$ cat src/design/dmi_map.svh
/*
  Constants for the DDR2 initialization and mode register link: timing
  counts, command encodings, field positions and host register offsets.
  Assumes a 50 MHz system clock (20 ns period).
*/
`ifndef DMI_MAP_SVH
`define DMI_MAP_SVH

`define DMI_CLK_PERIOD_NS      20
`define DMI_PWR_WAIT_US        200
`define DMI_PWR_WAIT_CYC       ((`DMI_PWR_WAIT_US * 1000 + `DMI_CLK_PERIOD_NS - 1) / `DMI_CLK_PERIOD_NS)
`define DMI_CKE_WAIT_NS        400
`define DMI_CKE_WAIT_CYC       ((`DMI_CKE_WAIT_NS + `DMI_CLK_PERIOD_NS - 1) / `DMI_CLK_PERIOD_NS)
`define DMI_DLL_WAIT_CLK       200
`define DMI_MODE_WRITE_CYC     2
`define DMI_GAP_CYC            4
`define DMI_MIN_REFRESH        2
`define DMI_MAX_POSTED         8
`define DMI_REFI_CYC           390

// Command encodings {cs_n, ras_n, cas_n, we_n}
`define DMI_CMD_NOP            4'h7
`define DMI_CMD_DESEL          4'h8
`define DMI_CMD_PRE            4'h2
`define DMI_CMD_REF            4'h1
`define DMI_CMD_MRS            4'h0

// Main mode register fields and the precharge all address bit
`define DMI_MR_BL_LO           0
`define DMI_MR_BT              3
`define DMI_MR_CL_LO           4
`define DMI_MR_TM              7
`define DMI_MR_DLLRST          8
`define DMI_MR_WR_LO           9
`define DMI_PRE_ALL_BIT        10

// Extended register 1 calibration field
`define DMI_EMR1_CAL_LO        7

// Host register offsets (byte addresses)
`define DMI_REG_CTRL           12'h000
`define DMI_REG_STATUS         12'h004
`define DMI_REG_MR             12'h008
`define DMI_REG_EMR1           12'h00C
`define DMI_REG_EMR2           12'h010
`define DMI_REG_EMR3           12'h014

`endif

$ cat src/design/dmi_pkg.sv
/*
  Types shared by both ends of the DDR2 initialization link.
  Assumes dmi_map.svh supplies the numeric constants.
*/
package dmi_pkg;
  typedef enum {
    DMI_ST_PWR, DMI_ST_CKE, DMI_ST_PRE1, DMI_ST_EMR2, DMI_ST_EMR3, DMI_ST_EMR1,
    DMI_ST_MRDLL, DMI_ST_PRE2, DMI_ST_REF, DMI_ST_MROP, DMI_ST_DLLW, DMI_ST_CALD,
    DMI_ST_CALX, DMI_ST_RUN, DMI_ST_GAP
  } dmi_state_e;
  typedef logic [3:0] dmi_cmd_t;
endpackage

$ cat src/design/dmi_link_if.sv
/*
  Command and address link between the controller and the DDR2 device.
  Assumes both ends share hclk; there is no clocking block.
*/
`timescale 1ns/1ps
interface dmi_link_if;
  logic        cke;
  logic        odt;
  logic        cs_n;
  logic        ras_n;
  logic        cas_n;
  logic        we_n;
  logic [2:0]  ba;
  logic [13:0] addr;

  modport ctrl (output cke, odt, cs_n, ras_n, cas_n, we_n, ba, addr);
  modport dev  (input  cke, odt, cs_n, ras_n, cas_n, we_n, ba, addr);
endinterface

$ cat src/design/dmi_ctrl.sv
/*
  Controller end: runs the DDR2 power-up sequence on the command link and
  offers software an AHB-Lite slave holding the values it writes.
  Assumes a single hclk domain shared with the link and zero-wait OKAY replies.
*/
// The placing of the registers and register access over AHB-Lite were decided locally.
// Behaviour
// refresh gap never above nine intervals
// two low bank bits pick register
// all four registers written, any order
// CKE and ODT low during power-up
// wait 200 us, then NOP and CKE high
// 400 ns of NOP, then precharge all
// write EMR2, EMR3, EMR1 DLL on, MR reset
// precharge all, then two or more refreshes
// main register written with A8 low
// calibration default then exit, 200 clocks late
// every write carries whole register value
// register writes keep array contents
// main register undefined until programmed
// main write needs all bank bits low
// writes only with banks precharged, CKE high
// wait mode write cycle time after write
// burst length, type, CAS latency fields
// test bit low, A8 DLL reset, WR
// extended and main registers hold settings
// burst type zero sequential, one interleaved
// only NOP between sequence commands
`timescale 1ns/1ps
`include "dmi_map.svh"
module dmi_ctrl
  import dmi_pkg::*;
#(
  parameter int PWR_WAIT = `DMI_PWR_WAIT_CYC,
  parameter int REFI     = `DMI_REFI_CYC
)
(
  input  wire logic        hclk,
  input  wire logic        hresetn,
  input  wire logic        ce,
  input  wire logic        hsel,
  input  wire logic [11:0] haddr,
  input  wire logic [1:0]  htrans,
  input  wire logic        hwrite,
  input  wire logic [2:0]  hsize,
  input  wire logic [31:0] hwdata,
  input  wire logic        hready,
  output logic [31:0]      hrdata,
  output logic             hreadyout,
  output logic             hresp,
  dmi_link_if.ctrl         link,
  output logic             init_done
);
  dmi_state_e  st_r, st_nxt, ret_r;
  logic [15:0] cnt_r;
  logic [8:0]  dll_cnt_r;
  logic [15:0] refi_r;
  logic [1:0]  ref_n_r;
  logic        start_r, cke_r;
  logic [3:0]  cmd_r;
  logic [2:0]  ba_r;
  logic [13:0] a_r;
  logic [13:0] mr_r, emr1_r, emr2_r, emr3_r;
  logic        wr_pend_r;
  logic [11:0] waddr_r;
  logic [31:0] rdata;
  logic        ahb_go, cnt_zero, dll_ok, ref_due;
  dmi_cmd_t    issue_cmd;
  logic [2:0]  issue_ba;
  logic [13:0] issue_a;

  // AHB-Lite slave: always ready, always OKAY
  assign ahb_go    = hsel && hready && htrans[1];
  assign hreadyout = 1'b1;
  assign hresp     = 1'b0;
  assign rdata =
    (haddr == `DMI_REG_CTRL)   ? {31'h0, start_r} :
    (haddr == `DMI_REG_STATUS) ? {27'h0, 5'(st_r == DMI_ST_RUN ? 5'h1F : 5'h00)} :
    (haddr == `DMI_REG_MR)     ? {18'h0, mr_r}   :
    (haddr == `DMI_REG_EMR1)   ? {18'h0, emr1_r} :
    (haddr == `DMI_REG_EMR2)   ? {18'h0, emr2_r} :
    (haddr == `DMI_REG_EMR3)   ? {18'h0, emr3_r} : 32'h0;

  // Address phase latch, read data, write into the data phase
  always_ff @(posedge hclk or negedge hresetn) begin
    if (!hresetn) begin
      wr_pend_r <= 1'b0;
      waddr_r   <= '0;
      hrdata    <= '0;
      start_r   <= 1'b0;
      mr_r      <= '0;
      emr1_r    <= '0;
      emr2_r    <= '0;
      emr3_r    <= '0;
    end else if (ce) begin
      wr_pend_r <= ahb_go && hwrite;
      waddr_r   <= haddr;
      if (ahb_go && !hwrite) hrdata <= rdata;
      if (wr_pend_r) begin
        unique case (waddr_r)
          `DMI_REG_CTRL: start_r <= hwdata[0];
          `DMI_REG_MR:   mr_r    <= hwdata[13:0] & ~14'h0180;
          `DMI_REG_EMR1: emr1_r  <= hwdata[13:0] & ~14'h0380;
          `DMI_REG_EMR2: emr2_r  <= hwdata[13:0];
          `DMI_REG_EMR3: emr3_r  <= hwdata[13:0];
          default: ;
        endcase
      end
    end
  end

  assign cnt_zero = (cnt_r == 16'h0);
  assign dll_ok   = (dll_cnt_r >= 9'(`DMI_DLL_WAIT_CLK));
  assign ref_due  = (refi_r >= 16'(REFI));

  // Command chosen in each issuing state; full register value every time
  always_comb begin
    issue_cmd = `DMI_CMD_NOP;
    issue_ba  = 3'h0;
    issue_a   = 14'h0;
    unique case (st_r)
      DMI_ST_PRE1, DMI_ST_PRE2: begin
        issue_cmd = `DMI_CMD_PRE;
        issue_a   = 14'(1 << `DMI_PRE_ALL_BIT);                     // see R6
      end
      DMI_ST_EMR2: begin issue_cmd = `DMI_CMD_MRS; issue_ba = 3'h2; issue_a = emr2_r; end
      DMI_ST_EMR3: begin issue_cmd = `DMI_CMD_MRS; issue_ba = 3'h3; issue_a = emr3_r; end
      DMI_ST_EMR1: begin issue_cmd = `DMI_CMD_MRS; issue_ba = 3'h1; issue_a = emr1_r; end
      DMI_ST_MRDLL: begin
        issue_cmd = `DMI_CMD_MRS;
        issue_a   = mr_r | 14'(1 << `DMI_MR_DLLRST);                // see R7
      end
      DMI_ST_REF: issue_cmd = `DMI_CMD_REF;
      DMI_ST_MROP: begin issue_cmd = `DMI_CMD_MRS; issue_a = mr_r; end   // see R9
      DMI_ST_CALD: begin
        issue_cmd = `DMI_CMD_MRS;
        issue_ba  = 3'h1;
        issue_a   = emr1_r | 14'(7 << `DMI_EMR1_CAL_LO);
      end
      DMI_ST_CALX: begin issue_cmd = `DMI_CMD_MRS; issue_ba = 3'h1; issue_a = emr1_r; end
      DMI_ST_RUN: if (ref_due) issue_cmd = `DMI_CMD_REF;
      default: ;
    endcase
  end

  // Sequence order; every issue before DMI_ST_RUN goes through a NOP gap
  always_comb begin
    st_nxt = st_r;
    unique case (st_r)
      DMI_ST_PWR:   if (start_r && cnt_zero) st_nxt = DMI_ST_CKE;
      DMI_ST_CKE:   if (cnt_zero) st_nxt = DMI_ST_PRE1;
      DMI_ST_DLLW:  if (dll_ok) st_nxt = DMI_ST_CALD;
      DMI_ST_RUN:   st_nxt = DMI_ST_RUN;
      DMI_ST_GAP:   if (cnt_zero) st_nxt = ret_r;                   // see R16
      default:      st_nxt = DMI_ST_GAP;
    endcase
  end

  // State, counters and link drive
  always_ff @(posedge hclk or negedge hresetn) begin
    if (!hresetn) begin
      st_r <= DMI_ST_PWR;  ret_r <= DMI_ST_PWR;
      cnt_r <= 16'(PWR_WAIT);  dll_cnt_r <= '0;  refi_r <= '0;  ref_n_r <= '0;
      cke_r <= 1'b0;  cmd_r <= `DMI_CMD_NOP;  ba_r <= '0;  a_r <= '0;
    end else if (ce) begin
      st_r  <= st_nxt;
      cmd_r <= issue_cmd;
      ba_r  <= issue_ba;
      a_r   <= issue_a;
      if (!cnt_zero && (st_r != DMI_ST_PWR || start_r)) cnt_r <= cnt_r - 16'h1;
      if (st_r == DMI_ST_PWR && st_nxt == DMI_ST_CKE) begin
        cke_r <= 1'b1;                                              // see R4
        cnt_r <= 16'(`DMI_CKE_WAIT_CYC);
      end
      if (st_r == DMI_ST_MRDLL) dll_cnt_r <= '0;
      else if (!dll_ok) dll_cnt_r <= dll_cnt_r + 9'h1;
      if (issue_cmd == `DMI_CMD_REF) refi_r <= '0;
      else if (cke_r) refi_r <= refi_r + 16'h1;
      if (st_nxt == DMI_ST_GAP && st_r != DMI_ST_GAP) begin
        cnt_r <= 16'(`DMI_GAP_CYC);      // covers the mode write cycle time
        unique case (st_r)
          DMI_ST_PRE1:  ret_r <= DMI_ST_EMR2;                       // see R3
          DMI_ST_EMR2:  ret_r <= DMI_ST_EMR3;
          DMI_ST_EMR3:  ret_r <= DMI_ST_EMR1;
          DMI_ST_EMR1:  ret_r <= DMI_ST_MRDLL;
          DMI_ST_MRDLL: ret_r <= DMI_ST_PRE2;                       // see R8
          DMI_ST_PRE2:  ret_r <= DMI_ST_REF;
          DMI_ST_REF: begin
            ref_n_r <= ref_n_r + 2'h1;
            ret_r   <= (ref_n_r == 2'(`DMI_MIN_REFRESH - 1)) ? DMI_ST_MROP : DMI_ST_REF;
          end
          DMI_ST_MROP:  ret_r <= DMI_ST_DLLW;
          DMI_ST_CALD:  ret_r <= DMI_ST_CALX;
          default:      ret_r <= DMI_ST_RUN;
        endcase
      end
    end
  end

  assign link.cke   = cke_r;
  assign link.odt   = 1'b0;
  assign link.cs_n  = cmd_r[3];
  assign link.ras_n = cmd_r[2];
  assign link.cas_n = cmd_r[1];
  assign link.we_n  = cmd_r[0];
  assign link.ba    = ba_r;
  assign link.addr  = a_r;
  assign init_done  = (st_r == DMI_ST_RUN);
endmodule // dmi_ctrl

$ cat src/flat_wrapper.sv
// flat-port wrapper written by rule: the top's interface ports become plain ports
module dmi_ctrl_flat import dmi_pkg::*;
#(
  parameter int PWR_WAIT = `DMI_PWR_WAIT_CYC,
  parameter int REFI     = `DMI_REFI_CYC
)
  (hclk, hresetn, ce, hsel, haddr, htrans, hwrite, hsize, hwdata, hready, hrdata, hreadyout, hresp, init_done, link_cke, link_odt, link_cs_n, link_ras_n, link_cas_n, link_we_n, link_ba, link_addr);
  dmi_link_if link_i ();
  input  wire logic hclk;
  input  wire logic hresetn;
  input  wire logic ce;
  input  wire logic hsel;
  input  wire logic [11:0] haddr;
  input  wire logic [1:0] htrans;
  input  wire logic hwrite;
  input  wire logic [2:0] hsize;
  input  wire logic [31:0] hwdata;
  input  wire logic hready;
  output logic [31:0] hrdata;
  output logic hreadyout;
  output logic hresp;
  output logic init_done;
  output wire logic [$bits(link_i.cke)-1:0] link_cke;
  output wire logic [$bits(link_i.odt)-1:0] link_odt;
  output wire logic [$bits(link_i.cs_n)-1:0] link_cs_n;
  output wire logic [$bits(link_i.ras_n)-1:0] link_ras_n;
  output wire logic [$bits(link_i.cas_n)-1:0] link_cas_n;
  output wire logic [$bits(link_i.we_n)-1:0] link_we_n;
  output wire logic [$bits(link_i.ba)-1:0] link_ba;
  output wire logic [$bits(link_i.addr)-1:0] link_addr;
  assign link_cke = link_i.cke;
  assign link_odt = link_i.odt;
  assign link_cs_n = link_i.cs_n;
  assign link_ras_n = link_i.ras_n;
  assign link_cas_n = link_i.cas_n;
  assign link_we_n = link_i.we_n;
  assign link_ba = link_i.ba;
  assign link_addr = link_i.addr;
  dmi_ctrl #(.PWR_WAIT(PWR_WAIT), .REFI(REFI)) u_core (.hclk(hclk), .hresetn(hresetn), .ce(ce), .hsel(hsel), .haddr(haddr), .htrans(htrans), .hwrite(hwrite), .hsize(hsize), .hwdata(hwdata), .hready(hready), .hrdata(hrdata), .hreadyout(hreadyout), .hresp(hresp), .link(link_i), .init_done(init_done));
endmodule
$ cat config.mk
export PLATFORM = sky130hd
export DESIGN_NAME = dmi_ctrl_flat
export DESIGN_NICKNAME = d
export VERILOG_FILES = /design/src/design/dmi_pkg.sv /design/src/design/dmi_link_if.sv /design/src/design/dmi_ctrl.sv /design/src/flat_wrapper.sv
export VERILOG_INCLUDE_DIRS = /design/src /design/src/design
export SDC_FILE = /design/constraint.sdc
export NUM_CORES = 1
export LEC_CHECK = 0
export BUFFER_PORTS_ARGS = -buffer_cell sky130_fd_sc_hd__buf_2
export CAP_MARGIN = 30
export CORE_AREA = 5 5 158 130
export CTS_BUF_LIST = sky130_fd_sc_hd__clkbuf_8
export DETAILED_ROUTE_END_ITERATION = 10
export DIE_AREA = 0 0 163 135
export GPL_TIMING_DRIVEN = 0
export PLACE_DENSITY_LB_ADDON = 0.1
export SYNTH_ARGS = -nofsm -noshare
export SYNTH_HDL_FRONTEND = slang
export SYNTH_SLANG_ARGS = --single-unit
export TNS_END_PERCENT = 20
$ cat constraint.sdc
create_clock -name hclk -period 3.09 [get_ports hclk]
set_clock_uncertainty 0.2 [all_clocks]
set_input_delay 0.618 -clock hclk [delete_from_list [all_inputs] [get_ports hclk]]
set_output_delay 0.618 -clock hclk [all_outputs]
set_load 0.005 [all_outputs]
==> impl_metrics.tcl <==
set metrics [dict create \
    synth-warning-count 0 \
    grt_pass1_vias 6887 \
    synthCells 819 \
    crit_type "reg -> out" \
    n_fill_cell 1669 \
    core.rowCount 45 \
    ios 113 \
    cp.required_ps 2270 \
    internal-power_mw 3.949 \
    crit_chain "nor4_2, nand4_2, or2_2, clkbuf_1, nor2_2, buf_2" \
    hold_class "in -> reg" \
    fmaxAchievable_mhz 338.0 \
    power_switching_mw 2.383 \
    critPathMaxStageDelay_ps 390 \
    vdd_drop_max_mv 0.3579 \
    cp.arrival_ps 2140 \
    syn2layout_area_growth_pct 13.88 \
    status "complete, no violations" \
    pwr-share-comb 0.309 \
    synth_edf_count 0 \
    synth_top_area_cell "dfrtp_1" \
    overflow 0 \
    die_w_um 163 \
    setup_violations 0 \
    grt_max_degree 95 \
    drtPass1Iterations 6 \
    netlist_area_sq_um 8788 \
    ys_types 77 \
    clk_pin_slew_ps 100 \
    drt-vias-per-instance 5.756 \
    path_buf_inv 2 \
    power_mw 6.332 \
    yosys_most_used_dff "dfrtp_1" \
    hpwlAfterDp_mm 16.58 \
    drc_errors 0 \
    cts_tree "yes" \
    gp_congestion 0.8888 \
    finalCritPeriodShare 0.9574 \
    synthTopCellsByArea "dfrtp_1 48%, mux2_2 8.1%, nand2_1 2.6%" \
    insertion_delay_ps 460 \
    fp.coreArea_sq_um 18690 \
    met1_usage 0.3147 \
    port_buffers 66 \
    yosysSeqAreaShare 0.5080 \
    path_delay_family "simple AND/OR/NAND/NOR gates" \
    drive_above_1_share 0.2548 \
    clkSinkCount 178 \
    start_util 0.4701 \
    grtUsageMet3 0.05645 \
    grt_most_used_layer "met1" \
    finalHoldViolCount 0 \
    numCtsBuffers 17 \
    leakagePower_nw 4.674 \
    setup_ws_ps 131.7 \
    wl_mm 23.11 \
    clockPowerShare 0.250 \
    cts.path.max_buffers 2 \
    synthArstFlopShare 1.000 \
    relSlewSlack 0.4202 \
    wire_per_inst_um 19.26 \
    drtAntennaViolNets 0 \
    period_needed_ps 2958 \
    grt_pass1_wl_mm 36.97 \
    ys_seq_elements 178 \
    finalNetCount 990 \
    track_usage 0.2122 \
    htree_levels 4 \
    avgSynthCellArea_sq_um 10.73 \
    critPathMaxFanout 6 \
    antenna_found_initial 1 \
    gr-usage-met2 0.3074 \
    rsz0062_at_grt "no" \
    power_switching_share 0.3763 \
    dieArea_sq_um 22010 \
    cp-end-kind "primary output" \
    num_antenna_cells 0 \
    pre_cts_ws_ps -168.3 \
    drv_cap 0 \
    drt_iter0_markers 569 \
    max_slew.worst_pin.slew_ps 863.0 \
    seqPwrFrac 0.441 \
    final_max_slew_viol_count 0 \
    root_buffer "clkbuf_8" \
    synth_top_area_share 0.4841 \
    cp_slowest_cell "dfrtp_1" \
    critPathLaunchType "flip-flop" \
    num_vias 6907 \
    powerDensity_nw_per_um2 632.6 \
    die_y_um 135 \
]
## worst reg2reg max path: stages, from the launching register on
cell,delay [ps]
dfrtp_1,390
nor4b_1,500
nand4_1,210
nor3_1,700
buf_2,420
mux2_2,380
## sequential cells by signal, summed over array words and instances, names as in the netlist
name / cells
u_core.dll_cnt_r: 9
u_core.hrdata: 14
u_core.emr1_r: 11
u_core.st_r: 32
u_core.ref_n_r: 2
u_core.mr_r: 12
u_core.waddr_r: 12
u_core.link.cke: 1
u_core.link.ba: 2
u_core.link.addr: 14
u_core.cmd_r: 3
u_core.start_r: 1
u_core.emr3_r: 14
u_core.cnt_r: 16
u_core.wr_pend_r: 1
u_core.emr2_r: 14
u_core.ret_r: 4
u_core.refi_r: 16
## per-stage QoR
| step | std cells | hold slack, ps | area (sq um) | TNS, ps | util |
|---|---|---|---|---|---|
| floorplan | 840 | 122.4 | 8867 | 0 | - |
| global placement | 1164 | 263.2 | 9520 | -262210 | 0.5093 |
| detailed placement | 1165 | 262.9 | 9558 | -1105 | 0.5113 |
| CTS | 1200 | 167.4 | 9997 | 0 | 0.5348 |
| global route | 1200 | 185.3 | 10010 | 0 | 0.5354 |
| finish | 1200 | 200.8 | 10010 | 0 | 0.5354 |
## logic make-up after synthesis
group	synth area share
simple gates	0.1617
compound gates	0.1501
flops	0.5080
buf+inv	0.05239
mux	0.1035
xor+xnor	0.01495
fa+ha+maj	0.008542
other cells	0.0008545
## cell usage after synthesis, drive strengths merged, types with 11 or more instances
library cell / number
nor3: 11
inv: 26
dfrtp: 170
o21ai: 48
nor2: 58
mux2i: 20
nor2b: 34
a21oi: 22
o2bb2ai: 20
buf: 43
nand3: 26
nand2: 61
nand4: 15
clkbuf: 22
mux2: 63
nor4: 12
## cells in the final DEF, fill, tap and decap left out, types with 6 or more instances in the layout
cell type  synthesis  layout
dfrtp_1          170     170
buf_2             10      75
mux2_2            63      63
nand2_1           60      60
nor2_1            56      55
o21ai_0           40      40
nor2b_1           34      34
buf_4             26      28
inv_1             26      27
nand3_1           23      23
conb_1             2      23
a21oi_1           22      22
clkbuf_1          21      21
o2bb2ai_1         20      20
mux2i_1           20      20
clkbuf_8           0      19
nand4_1           14      14
xor2_1            10      10
nor3_1            10      10
o22ai_1           10      10
a222oi_1          10      10
a21boi_0          10      10
a22o_1             8       8
dfstp_2            8       8
and3_1             7       7
nor4_2             5       6
or3_1              6       6
a31oi_1            6       6
buf_1              6       6
o21ai_1            6       6
ha_1               6       6
## metal layers
layer	vias to the layer above	routed length, um
met3	30	1867
met2	267	10040
li1	3159	-
met4	2	355
met5	-	7
met1	3449	10840
## power by group through the flow
stage | logic (mW) | clock network [mW] | registers, mW
floorplan | 1.32 | 0 | 2.78
global placement | 1.88 | 0 | 2.82
detailed placement | 1.92 | 0 | 2.83
CTS | 1.93 | 1.63 | 2.79
global route | 2.14 | 1.74 | 2.82
finish | 1.96 | 1.58 | 2.79
## timing repair
item / 4_1_cts / 5_1_grt
pin swaps: 1 / 0
buffers inserted: 2 / 0
endpoints found under the hold margin: 83 / 0
gates resized for setup: 4 / 2
hold buffers: 1 / 0
setup endpoints to repair: 1 / 1
## area by class of cell
cell class                      count  area, sq um  share of cell area
Sequential cell                   178         4464              0.4461
Buffer                             65        362.8             0.03625
Timing Repair Buffer               70        392.9             0.03926
Inverter                           26        97.59            0.009751
Clock buffer                       19        261.5             0.02613
Tap cell                          258        322.8             0.03225
Multi-Input combinational cell    571         3981              0.3978
Clock inverter                     13        125.1             0.01250
## worst paths after layout
path                                    from           endpoint  slack (ps)  depth (start not counted)
max reg2reg                u_core.waddr_r[1]    u_core.mr_r[13]         190                          5
min                                 haddr[9]  u_core.waddr_r[9]         200                          2
max in group asynchronous            hresetn    u_core.cmd_r[1]        1230                          3
min reg2reg                 u_core.hrdata[7]   u_core.hrdata[7]         280                          2
min in group asynchronous            hresetn  u_core.refi_r[12]         540                          2
max                          u_core.st_r[28]          init_done         130                          6
(Power assumes the default switching activity.)
